`config.mk`:
```
export PLATFORM = sky130hd
export DESIGN_NAME = fsp_status_one
export DESIGN_NICKNAME = d
export VERILOG_FILES = /design/src/pkg/fsp_pkg.sv /design/src/logic/fsp_status_one.sv
export VERILOG_INCLUDE_DIRS = /design/src /design/src/pkg
export SDC_FILE = /design/constraint.sdc
export NUM_CORES = 1
export LEC_CHECK = 0
export BUFFER_PORTS_ARGS = -buffer_cell sky130_fd_sc_hd__clkbuf_2
export CAP_MARGIN = 5
export CORE_ASPECT_RATIO = 1.2
export CORE_UTILIZATION = 55
export CTS_CLUSTER_DIAMETER = 200
export DETAILED_ROUTE_END_ITERATION = 16
export PLACE_DENSITY = 0.77
export REMOVE_ABC_BUFFERS = 1
export SETUP_SLACK_MARGIN = 0.15
export SKIP_CTS_REPAIR_TIMING = 1
export SYNTH_ARGS = -nofsm -noshare
export SYNTH_HDL_FRONTEND = slang
export SYNTH_SLANG_ARGS = --single-unit
```
`constraint.sdc`:
```
create_clock -name clk -period 3.35 [get_ports clk]
set_input_delay 0.335 -clock clk [delete_from_list [all_inputs] [get_ports clk]]
set_output_delay 0.335 -clock clk [all_outputs]
set_load 0.03 [all_outputs]
```
`src/pkg/fsp_regs.svh`:
```
// Purpose: Constants of the first status register block
// Assumes: Single-byte opcodes, 24-bit any-register addresses
// Notes:   Included by the logic file
`ifndef FSP_REGS_SVH
`define FSP_REGS_SVH

// Command opcodes
`define FSP_OP_READ_STATUS_ONE   8'h05
`define FSP_OP_READ_STATUS_TWO   8'h07
`define FSP_OP_VOLATILE_WRITE_ENABLE_CMD     8'h50
`define FSP_OP_CLEAR_STATUS      8'h30
`define FSP_OP_WRITE_REGISTERS   8'h01
`define FSP_OP_READ_ANY_REG      8'h65
`define FSP_OP_WRITE_ANY_REG     8'h71
`define FSP_OP_WRITE_ENABLE      8'h06
`define FSP_OP_WRITE_DISABLE     8'h04
`define FSP_OP_RESET_ENABLE      8'h66
`define FSP_OP_RESET             8'h99
`define FSP_OP_SUSPEND           8'h75
`define FSP_OP_PROGRAM           8'h02
`define FSP_OP_ERASE             8'h20

// Any-register address of the volatile status byte
`define FSP_ADDR_STATUS_ONE_V    24'h800000

// Field positions in the status byte
`define FSP_BIT_LOCK             7
`define FSP_BIT_ORIGIN           5

// Byte counts of command frames
`define FSP_ADDR_BYTES           3'h3
`define FSP_ADDR_END_BYTE        3'h4
`define FSP_LAST_BIT             3'h7

`endif

```
`src/pkg/fsp_pkg.sv`:
```
// Purpose: Types of the first status register block
// Assumes: Constants come from fsp_regs.svh
// Notes:   Status byte fields are packed MSB first
package fsp_pkg;

	// Volatile status byte layout
	typedef struct packed {
		logic       registerProtectLock;
		logic       protectGranularitySelect;
		logic       protectOriginBottom;
		logic [2:0] rangeProtect;
		logic       writeEnableLatch;
		logic       busyFlag;
	} fsp_status_s;

	// Serial frame phases
	typedef enum logic [1:0] {PH_IDLE, PH_CMD, PH_READ, PH_DROP} fsp_phase_e;

	// Kind of the internal operation in flight
	typedef enum logic [1:0] {OPK_NONE, OPK_PROGRAM, OPK_ERASE, OPK_REGISTER} fsp_opkind_e;

	// Whole state of the block
	typedef struct packed {
		logic [2:0]  sck;
		logic [2:0]  cs;
		logic [1:0]  si;
		logic [1:0]  wp;
		fsp_phase_e  phase;
		logic [2:0]  bitCnt;
		logic [2:0]  outCnt;
		logic [2:0]  byteCnt;
		logic [7:0]  shIn;
		logic [7:0]  shOut;
		logic [7:0]  opcode;
		logic [23:0] addr;
		logic [7:0]  opData;
		logic        rdLive;
		logic        so;
		logic        soEnN;
		fsp_status_s sr;
		logic        volEn;
		logic        rstArmed;
		logic        boot;
		logic        eraseErr;
		logic        progErr;
		fsp_opkind_e kind;
		logic        opStart;
		logic        suspendReq;
		logic        swReset;
		logic        regLock;
	} fsp_state_s;

endpackage : fsp_pkg

```
`src/logic/fsp_status_one.sv`:
```
// Purpose: Volatile first status register with its protect and busy logic
// Assumes: Serial mode 0, link pins sampled on clk, engine on clk
// Notes:   Program, erase and non-volatile register writes run in an outside engine
`timescale 1ns/10ps
`include "fsp_regs.svh"

module fsp_status_one (
	// Clock and reset
	input  wire logic                 clk,
	input  wire logic                 rst_n,
	// Serial link pins
	input  wire logic                 sck,
	input  wire logic                 csN,
	input  wire logic                 si,
	input  wire logic                 wpN,
	output logic                      so,
	output logic                      soEnN,
	// Non-volatile copy and configuration
	input  wire logic [7:0]           statusOneNonvolatile,
	input  wire logic                 nvUpdate,
	input  wire logic                 quadPeripheralMode,
	input  wire logic                 quadIoMode,
	// Internal operation engine
	input  wire logic                 targetProtected,
	input  wire logic                 opDone,
	input  wire logic                 opFail,
	output logic                      opStart,
	output fsp_pkg::fsp_opkind_e      opKind,
	output logic [23:0]               opAddr,
	output logic [7:0]                opData,
	output logic                      suspendReq,
	output logic                      swResetPulse,
	// Status view
	output fsp_pkg::fsp_status_s      statusOneVolatile,
	output logic                      eraseError,
	output logic                      programError,
	output logic                      registerLock
);

	logic [1:0]          rstPipe;
	logic                rstSyncN;
	fsp_pkg::fsp_state_s state_ff;
	fsp_pkg::fsp_state_s nxt_state;
	logic                sckRise;
	logic                sckFall;
	logic                csRise;
	logic                csLow;
	logic                wpInternal;
	logic                locked;
	logic [7:0]          inByte;
	logic [23:0]         fullAddr;

	// Commands still taken while busy
	function automatic logic busyAllowed(input logic [7:0] op);
		busyAllowed = (op == `FSP_OP_READ_STATUS_ONE) || (op == `FSP_OP_READ_STATUS_TWO) ||
			(op == `FSP_OP_READ_ANY_REG) || (op == `FSP_OP_SUSPEND) ||
			(op == `FSP_OP_CLEAR_STATUS) || (op == `FSP_OP_RESET_ENABLE) ||
			(op == `FSP_OP_RESET);
	endfunction : busyAllowed

	// Reset release through two flip-flops
	always_ff @(posedge clk or negedge rst_n) begin
		if (!rst_n) begin
			rstPipe <= 2'h0;
		end else begin
			rstPipe <= {rstPipe[0], 1'b1};
		end
	end
	assign rstSyncN = rstPipe[1];

	// Edges and protection level from synchronised pins
	assign sckRise    = state_ff.sck[1] & ~state_ff.sck[2];
	assign sckFall    = ~state_ff.sck[1] & state_ff.sck[2];
	assign csRise     = state_ff.cs[1] & ~state_ff.cs[2];
	assign csLow      = ~state_ff.cs[1];
	assign wpInternal = state_ff.wp[1] | quadPeripheralMode | quadIoMode;
	assign locked     = state_ff.sr.registerProtectLock & ~wpInternal;
	assign inByte     = {state_ff.shIn[6:0], state_ff.si[1]};
	assign fullAddr   = {state_ff.addr[15:0], inByte};

	// Next-state logic
	always_comb begin
		nxt_state            = state_ff;
		nxt_state.sck        = {state_ff.sck[1:0], sck};
		nxt_state.cs         = {state_ff.cs[1:0], csN};
		nxt_state.si         = {state_ff.si[0], si};
		nxt_state.wp         = {state_ff.wp[0], wpN};
		nxt_state.opStart    = 1'b0;
		nxt_state.suspendReq = 1'b0;
		nxt_state.swReset    = 1'b0;
		nxt_state.regLock    = locked;

		// Defaults from the non-volatile copy after any reset
		if (state_ff.boot) begin
			nxt_state.sr   = statusOneNonvolatile;
			nxt_state.boot = 1'b0;
		end

		// Lock and origin track their non-volatile bits
		if (nvUpdate) begin
			nxt_state.sr.registerProtectLock = statusOneNonvolatile[`FSP_BIT_LOCK];
			nxt_state.sr.protectOriginBottom = statusOneNonvolatile[`FSP_BIT_ORIGIN];
		end

		// Frame end: idle the link side
		if (!csLow) begin
			nxt_state.phase   = fsp_pkg::PH_IDLE;
			nxt_state.bitCnt  = 3'h0;
			nxt_state.outCnt  = 3'h0;
			nxt_state.byteCnt = 3'h0;
			nxt_state.soEnN   = 1'b1;
		end

		// Commands that act when chip select rises
		if (csRise && state_ff.phase == fsp_pkg::PH_CMD) begin
			nxt_state.rstArmed = 1'b0;
			case (state_ff.opcode)
				`FSP_OP_WRITE_ENABLE: begin
					nxt_state.sr.writeEnableLatch = 1'b1;
				end
				`FSP_OP_WRITE_DISABLE: begin
					nxt_state.sr.writeEnableLatch = 1'b0;
					nxt_state.volEn               = 1'b0;
				end
				`FSP_OP_VOLATILE_WRITE_ENABLE_CMD: begin
					nxt_state.volEn = 1'b1;
				end
				`FSP_OP_CLEAR_STATUS: begin
					if (state_ff.eraseErr || state_ff.progErr) begin
						nxt_state.sr.busyFlag = 1'b0;
					end
					nxt_state.eraseErr            = 1'b0;
					nxt_state.progErr             = 1'b0;
					nxt_state.sr.writeEnableLatch = 1'b0;
				end
				`FSP_OP_RESET_ENABLE: begin
					nxt_state.rstArmed = 1'b1;
				end
				`FSP_OP_RESET: begin
					if (state_ff.rstArmed) begin
						nxt_state.boot     = 1'b1;
						nxt_state.swReset  = 1'b1;
						nxt_state.eraseErr = 1'b0;
						nxt_state.progErr  = 1'b0;
						nxt_state.volEn    = 1'b0;
						nxt_state.kind     = fsp_pkg::OPK_NONE;
					end
				end
				`FSP_OP_SUSPEND: begin
					if (state_ff.sr.busyFlag && !state_ff.eraseErr && !state_ff.progErr &&
						(state_ff.kind == fsp_pkg::OPK_PROGRAM || state_ff.kind == fsp_pkg::OPK_ERASE)) begin
						nxt_state.suspendReq = 1'b1;
					end
				end
				`FSP_OP_PROGRAM, `FSP_OP_ERASE: begin
					if (state_ff.byteCnt >= `FSP_ADDR_END_BYTE && state_ff.sr.writeEnableLatch &&
						!state_ff.sr.busyFlag) begin
						nxt_state.sr.busyFlag = 1'b1;
						nxt_state.kind = (state_ff.opcode == `FSP_OP_ERASE) ?
							fsp_pkg::OPK_ERASE : fsp_pkg::OPK_PROGRAM;
						if (targetProtected) begin
							if (state_ff.opcode == `FSP_OP_ERASE) begin
								nxt_state.eraseErr = 1'b1;
							end else begin
								nxt_state.progErr = 1'b1;
							end
						end else begin
							nxt_state.opStart = 1'b1;
						end
					end
				end
				default: begin
				end
			endcase
		end

		// Shift in on rising clock edges
		if (csLow && sckRise) begin
			nxt_state.shIn   = inByte;
			nxt_state.bitCnt = state_ff.bitCnt + 3'h1;
			if (state_ff.bitCnt == `FSP_LAST_BIT) begin
				if (state_ff.byteCnt != `FSP_LAST_BIT) begin
					nxt_state.byteCnt = state_ff.byteCnt + 3'h1;
				end
				if (state_ff.byteCnt == 3'h0) begin
					nxt_state.opcode = inByte;
					if (state_ff.sr.busyFlag && !busyAllowed(inByte)) begin
						nxt_state.phase = fsp_pkg::PH_DROP;
					end else if (inByte == `FSP_OP_READ_STATUS_ONE) begin
						nxt_state.phase  = fsp_pkg::PH_READ;
						nxt_state.rdLive = 1'b1;
						nxt_state.shOut  = state_ff.sr;
					end else begin
						nxt_state.phase = fsp_pkg::PH_CMD;
					end
				end else if (state_ff.phase == fsp_pkg::PH_CMD) begin
					if (state_ff.byteCnt <= `FSP_ADDR_BYTES) begin
						nxt_state.addr = fullAddr;
					end
					// Register write: volatile path sets upper six bits only, never latch or busy
					if (state_ff.opcode == `FSP_OP_WRITE_REGISTERS && state_ff.byteCnt == 3'h1 && !locked) begin
						if (state_ff.volEn) begin
							nxt_state.sr[7:2] = inByte[7:2];
							nxt_state.volEn   = 1'b0;
						end else if (state_ff.sr.writeEnableLatch) begin
							nxt_state.opData      = inByte;
							nxt_state.kind        = fsp_pkg::OPK_REGISTER;
							nxt_state.opStart     = 1'b1;
							nxt_state.sr.busyFlag = 1'b1;
						end
					end
					// Any-register write into the volatile byte
					if (state_ff.opcode == `FSP_OP_WRITE_ANY_REG && state_ff.byteCnt == `FSP_ADDR_END_BYTE &&
						state_ff.addr == `FSP_ADDR_STATUS_ONE_V && !locked &&
						(state_ff.volEn || state_ff.sr.writeEnableLatch)) begin
						nxt_state.sr[7:2]             = inByte[7:2];
						nxt_state.sr.writeEnableLatch = 1'b0;
						nxt_state.volEn               = 1'b0;
					end
					// Any-register read after the address
					if (state_ff.opcode == `FSP_OP_READ_ANY_REG && state_ff.byteCnt == `FSP_ADDR_BYTES) begin
						nxt_state.phase  = fsp_pkg::PH_READ;
						nxt_state.rdLive = (fullAddr == `FSP_ADDR_STATUS_ONE_V);
						nxt_state.shOut  = (fullAddr == `FSP_ADDR_STATUS_ONE_V) ? state_ff.sr : 8'h00;
					end
				end
			end
		end

		// Shift out on falling edges, reloading each byte
		if (csLow && sckFall && state_ff.phase == fsp_pkg::PH_READ) begin
			nxt_state.so     = state_ff.shOut[7];
			nxt_state.soEnN  = 1'b0;
			nxt_state.outCnt = state_ff.outCnt + 3'h1;
			if (state_ff.outCnt == `FSP_LAST_BIT) begin
				nxt_state.shOut = state_ff.rdLive ? state_ff.sr : 8'h00;
			end else begin
				nxt_state.shOut = {state_ff.shOut[6:0], 1'b0};
			end
		end

		// Engine completion after the link, so errors win over clear
		if (opDone && state_ff.sr.busyFlag) begin
			if (opFail) begin
				if (state_ff.kind == fsp_pkg::OPK_ERASE) begin
					nxt_state.eraseErr = 1'b1;
				end else begin
					nxt_state.progErr = 1'b1;
				end
			end else begin
				nxt_state.sr.busyFlag         = 1'b0;
				nxt_state.sr.writeEnableLatch = 1'b0;
				nxt_state.kind                = fsp_pkg::OPK_NONE;
			end
		end

		// Any error keeps the device busy
		if (nxt_state.eraseErr || nxt_state.progErr) begin
			nxt_state.sr.busyFlag = 1'b1;
		end
	end

	// State register
	always_ff @(posedge clk or negedge rstSyncN) begin
		if (!rstSyncN) begin
			state_ff       <= '0;
			state_ff.cs    <= 3'h7;
			state_ff.soEnN <= 1'b1;
			state_ff.boot  <= 1'b1;
		end else begin
			state_ff <= nxt_state;
		end
	end

	// Outputs straight from the state register
	assign so                = state_ff.so;
	assign soEnN             = state_ff.soEnN;
	assign opStart           = state_ff.opStart;
	assign opKind            = state_ff.kind;
	assign opAddr            = state_ff.addr;
	assign opData            = state_ff.opData;
	assign suspendReq        = state_ff.suspendReq;
	assign swResetPulse      = state_ff.swReset;
	assign statusOneVolatile = state_ff.sr;
	assign eraseError        = state_ff.eraseErr;
	assign programError      = state_ff.progErr;
	assign registerLock      = state_ff.regLock;

endmodule : fsp_status_one

```
==> results of run 1 <==
worst paths after layout:
path | cells past startpoint | slack (ns) | from | endpoint
min in group asynchronous | 2 | 0.28 | rst_n | rstPipe[1]$_DFF_PN0_
worst max register to register | 4 | 0.91 | state_ff[55]$_DFFE_PN0P_ | statusOneVolatile[7]$_DFF_PN0_
worst min register to register | 0 | 0.35 | nxt_state[90]$_DFF_PN0_ | state_ff[90]$_DFF_PN0_
worst min-delay path | 1 | 0.05 | csN | nxt_state[94]$_DFF_PN1_
max in group asynchronous | 1 | 2.13 | rstPipe[1]$_DFF_PN0_ | state_ff[95]$_DFF_PN1_
worst max-delay path | 4 | 0.91 | state_ff[55]$_DFFE_PN0P_ | statusOneVolatile[7]$_DFF_PN0_
per-layer routing:
metal	track usage, %	up-vias	routed length, µm
met5	0	-	0
met4	9.297	0	234
met1	33.21	1726	4540
met2	38.74	104	5098
li1	-	1569	-
met3	4.425	20	468
synthesized netlist by cell type (3+ instances only):
cell	count
nand2_1	22
a21oi_1	5
nand4b_1	4
mux2i_1	5
nand3_1	10
ha_1	10
mux2_4	8
nand3b_1	5
buf_2	3
nand2b_1	5
nor2b_1	5
clkbuf_1	16
o2bb2ai_1	8
mux2_1	5
nor4b_1	6
inv_1	6
nor3_1	6
buf_4	42
dfrtp_1	95
nand4_1	6
nor4bb_1	4
a31oi_1	5
o21ai_0	9
nor4_1	12
mux2_2	47
o2111ai_1	3
nor2_1	26
a22oi_1	7
and3_1	3
dfstp_2	5
registers in the layout (all words and copies together), names as in the netlist:
register           cells
eraseError             1
fullAddr               8
nxt_state              6
opAddr                24
opData                 8
opKind                 2
opStart                1
programError           1
registerLock           1
rstPipe                2
so                     1
soEnN                  1
state_ff              34
statusOneVolatile      8
suspendReq             1
swResetPulse           1
metrics by stage:
stage                     utilization [%]  setup WS [ns]  std cells
final                               61.39         0.9057        577
after global routing                61.39         0.6710        577
after CTS                           61.27         0.9378        576
after detailed placement            58.96         0.9283        560
after global placement              58.96         0.9731        560
after floorplan                         -         0.3669        368
critical path: stages (launching register included):
cell and delay, ns:
dfrtp_1 0.54, or4b_1 0.71, nor4_1 0.35, a31o_1 0.38, mux2_1 0.37
cell families after synthesis:
| family | share of synthesized area, % |
|---|---|
| AND/OR/NAND/NOR | 15.30 |
| flip-flops | 50.14 |
| buffers and inverters | 8.777 |
| multiplexers | 15.10 |
| AO/OA/AOI/OAI | 7.752 |
| adder cells (fa/ha/maj) | 2.501 |
| XOR/XNOR | 0.3502 |
| other | 0.07495 |
cells in the final DEF (no fill, tap or decap), drive strengths merged, types with 2 or more instances in the layout:
cell,instances
a21oi,5
a22oi,7
a2bb2oi,2
a31oi,5
and3,4
buf,6
clkbuf,80
clkinv,2
dfrtp,95
dfstp,5
ha,10
inv,7
mux2,60
mux2i,5
nand2,22
nand2b,5
nand3,10
nand3b,5
nand4,6
nand4b,4
nor2,26
nor2b,5
nor3,6
nor3b,2
nor4,12
nor4b,7
nor4bb,4
o2111ai,3
o211ai,2
o21ai,11
o2bb2ai,8
o31ai,2
or3,2
or4,2
or4b,2
final cells by class:
type,instances,share of cell area [%]
tap,117,2.740
multi-input combinational,262,38.55
clock inverter,5,1.124
timing repair buffer,76,7.494
inverter,6,0.4215
sequential,100,47.03
clock buffer,11,2.646
report_power, final:
| group | internal [W] | switching, W | leakage, nW |
|---|---|---|---|
| combinational | 0.0000798 | 0.0000684 | 1.17 |
| clock | 0.000369 | 0.000417 | 0.0999 |
| sequential | 0.00126 | 0.000148 | 1.32 |
==> summary.md, run 1 <==
| Metric | Value |
|---|---|
| Status | finished, final reports clean |
| Power, Total | 0.002337 W |
| All-Layer GR Usage | 24.39% |
| Syn-to-layout area delta | 6.777% |
| Maximum vdd ir drop | 0.3552 mV |
| Routed wire per std cell | 17.92 µm |
| Synth Warn # | 0 |
| CTS tree | yes |
| WS Path Type | reg -> reg |
| Worst EP required | 3.60 ns |
| Initial antenna violation count | 0 |
| Grt total ovfl | 0 |
| Dpl cell area | 5131 µm² |
| Area of the multi-input gates | 2059 µm² |
| Leak | 2.594 nW |
| Fin. Hold Viols | 0 |
| Ys async rst share | 100.0% |
| Die area | 9485 µm² |
| Hold Slack | 0.04614 ns |
| CTS Buf Count | 9 |
| Row cnt | 37 |
| CP endpoint kind | flip-flop |
| Unrepaired setup endpoints after global routing | no |
| Pwr Density | 437.4 nW/µm² |
| Largest net degree at the start of global routing | 56 |
| Startpoint types | flip-flop |
| Final wirelength | 10,340 µm |
| Worst min-delay path class | in -> reg |
| Post-Syn Area | 5004 µm² |
| First-pass GRT wire length | 17,470 µm |
| Avg Synthesized Cell Area | 11.58 µm² |
| Detailed Place HPWL | 7273 µm |
| Ratio of cells with drive above 1 in the final layout | 34.35% |
| Clock Latency Late Sink | 0.37 ns |
| Initial core utilization | 57.49% |
| Clock Skews | 0.01295 ns |
| ANT nets after route | 0 |
| Final period util | 72.97% |
| Post-synth top area share | 47.51% |
| Setup violations, final | 0 |
| Detailed-route DRC error count | 0 |
| Iter 0 DRT Violations | 219 |
| Seq cells post-synth | 100 |
| Data arrival, critical path | 2.69 ns |
| Sequential share of the synthesized area | 50.14% |
| Setup TNS Final | 0 ns |
| Actual slew at the worst max-slew pin | 0.7622 ns |
| Vias in the first global route | 3,510 |
| Filler cell count in the final layout | 751 |
| IO Port Bufs | 69 |
| Clock tree buffer depth | 2 |
| Nets | 485 |
| Synth unique cells | 62 |
| Crit path max fanout | 12 |
| Die height | 106.5 µm |
| Vias per inst | 5.925 |
| CTS Sinks | 100 |
| Core area | 8703 µm² |
| Final Max Tran Viols | 0 |
| Die Wd | 89.07 µm |
| Final Cell Area | 5343 µm² |
| Gp weighted congestion | 0.8895 |
| FF/Latch Area | 2512 µm² |
| Clk root buf | clkbuf_8 |
| Clk slew on worst S/H paths | 0.09 ns |
| H-tree depth | 3 |
| Largest cells by area after synthesis | dfrtp_1 48%, mux2_2 11%, buf_4 6.3% |
| Primary FF master, synth | dfrtp_1 |
| Post-synth EDFFs | 0 |
| Mapped Cells | 432 |
| Synth area leader | dfrtp_1 |
| MaxCap Viol Count | 0 |
| Via Count | 3,419 |
| Fmax | 409.1 MHz |
| Relative slew slack | 48.72% |
| Min Tclk post-route | 2.444 ns |
| I/O pin cnt | 70 |
| Ant. Diodes | 0 |
| Pre-Repair DR Iteration Count | 4 |
(Power assumes the default switching activity.)
==> run 2, diff against run 1 <==
==> constraint.sdc (replaced) <==
create_clock -name clk -period 2.25 [get_ports clk]
set_input_delay 0.225 -clock clk [delete_from_list [all_inputs] [get_ports clk]]
set_output_delay 0.225 -clock clk [all_outputs]
set_load 0.03 [all_outputs]
==> run 2 against run 1 <==
Setup slack worse by 0.72 ns. Highest routed layer unchanged. Routed wire length is 8.6% higher. Fmax is 18% higher. Non-clock buffer count is 36 higher.
==> summary.md, run 2 (same netlist as run 1, synthesis figures left out) <==
| Metric | Value |
|---|---|
| Fmax | 483.8 MHz (+18%) |
| Largest register FFs | 34 (unchanged) |
| Clock tree buffer depth | 2 (unchanged) |
| Row cnt | 37 (unchanged) |
| Actual slew at the worst max-slew pin | 0.5588 ns (-0.2034 ns) |
| Worst EP required | 2.52 ns (-1.08 ns) |
| ANT nets after route | 0 (unchanged) |
| Largest net degree at the start of global routing | 44 (-21%) |
| Final period util | 91.87% (+19 points) |
| CP endpoint kind | flip-flop |
| Crit path max fanout | 7 (-5) |
| Clock Skews | 0.01169 ns (-0.001257 ns) |
| Most frequent cells in the layout | 94 x dfrtp_1, 69 x clkbuf_2, 47 x mux2_2 |
| MaxCap Viol Count | 0 (unchanged) |
| CTS Buf Count | 9 (unchanged) |
| CTS tree | yes |
| Startpoint types | flip-flop |
| Detailed-route DRC error count | 0 (unchanged) |
| Nets | 521 (+7.4%) |
| Iter 0 DRT Violations | 191 (-13%) |
| Setup violations, final | 0 (unchanged) |
| Routed wire per std cell | 18.32 µm (+2.2%) |
| Ratio of cells with drive above 1 in the final layout | 42.14% (+7.8 points) |
| Leak | 2.802 nW (+8.0%) |
| IO Port Bufs | 69 (unchanged) |
| Relative slew slack | 62.61% (+14 points) |
| Unrepaired setup endpoints after global routing | yes |
| Via Count | 3,502 (+2.4%) |
| WS Path Type | reg -> reg |
| CTS Sinks | 100 (unchanged) |
| Min Tclk post-route | 2.067 ns (-0.3772 ns) |
| Clk root buf | clkbuf_8 |
| Clock Latency Late Sink | 0.38 ns (about the same) |
| H-tree depth | 3 (unchanged) |
| Die height | 106.5 µm (unchanged) |
| Vias in the first global route | 3,585 (+2.1%) |
| Pre-Repair DR Iteration Count | 4 (unchanged) |
| Final Max Tran Viols | 0 (unchanged) |
| Vias per inst | 5.713 (-3.6%) |
| Most common library cell in the layout ignoring fill and taps | dfrtp_1 |
| Grt total ovfl | 0 (unchanged) |
| Ant. Diodes | 0 (unchanged) |
| Reg with most FFs | state_ff |
| Die Wd | 89.07 µm (unchanged) |
| Pwr Density | 629.3 nW/µm² (+44%) |
| Final wirelength | 11,230 µm (+8.6%) |
| Maximum vdd ir drop | 0.4561 mV (+28%) |
| Initial core utilization | 57.49% (unchanged) |
| Fin. Hold Viols | 0 (unchanged) |
| Final core utilization | 66.00% (+4.6 points) |
| I/O pin cnt | 70 (unchanged) |
| Core area | 8703 µm² (unchanged) |
| Syn-to-layout area delta | 14.80% |
| Worst min-delay path class | in -> reg |
| All-Layer GR Usage | 25.71% (+1.3 points) |
| Gp weighted congestion | 0.8994 (+1.1%) |
| First-pass GRT wire length | 17,970 µm (+2.8%) |
| Setup TNS Final | 0 ns (unchanged) |
| Die area | 9485 µm² (unchanged) |
| Detailed Place HPWL | 8004 µm (+10%) |
| Data arrival, critical path | 2.34 ns (-0.35 ns) |
| Clk slew on worst S/H paths | 0.10 ns (about the same) |
| Filler cell count in the final layout | 700 (-6.8%) |
| Initial antenna violation count | 0 (unchanged) |
| Status | finished, final reports clean |
## run 2: routing by layer
metal	routed length (µm)	vias to the layer above	GRT usage (%)
met5	0	-	0
met4	337	0	12.13
met3	449	23	5.280
met2	5625	93	41.37
met1	4816	1742	33.02
li1	-	1644	-
## run 2: final cells by class
cell class	count	area, µm²	area share [%]
Clock inverter	6	70.07	1.220
Multi-Input combinational cell	262	2150	37.42
Clock buffer	10	137.6	2.396
Timing Repair Buffer	112	705.7	12.28
Tap cell	117	146.4	2.548
Inverter	6	22.52	0.3921
Sequential cell	100	2512	43.74
## run 2: path summary, 6_finish.rpt
kind	start	endpoint	slack (ns)	depth (start not counted)
min in group asynchronous	rst_n	rstPipe[1]$_DFF_PN0_	0.16	2
worst min register to register	rstPipe[1]$_DFF_PN0_	opData[0]$_DFFE_PN0P_	0.27	0
worst min-delay path	targetProtected	eraseError$_DFF_PN0_	0.15	3
worst max register to register	state_ff[56]$_DFFE_PN0P_	statusOneVolatile[5]$_DFF_PN0_	0.18	4
max in group asynchronous	rstPipe[1]$_DFF_PN0_	nxt_state[94]$_DFF_PN1_	1.23	1
worst max-delay path	state_ff[56]$_DFFE_PN0P_	statusOneVolatile[5]$_DFF_PN0_	0.18	4
## run 2: critical path, stage by stage, from the launching register on
cell	delay [ns]
dfrtp_1	0.44
or4b_4	0.56
nor4_2	0.30
a31o_2	0.31
mux2_2	0.35
## run 2: stage by stage
stage | area (µm²) | total power, W | setup slack (ns) | cells | hold slack (ns)
finish | 5744 | 0.003615 | 0.1828 | 613 | 0.1522
global route | 5744 | 0.003745 | 0.07446 | 613 | 0.1477
CTS | 5597 | 0.003617 | -0.002248 | 607 | -0.3928
detailed placement | 5389 | 0.002434 | 0.02506 | 591 | 0.01666
global placement | 5389 | 0.002408 | 0.07988 | 591 | 0.01248
floorplan | 4587 | 0.002181 | -0.7331 | 368 | -0.07059
## run 2: where the power goes
part           internal (W)  switching [W]  leakage [nW]  total (W)
Combinational      0.000190       0.000246          1.38   0.000436
Clock              0.000554       0.000647         0.101    0.00120
Sequential          0.00187       0.000107          1.32    0.00198
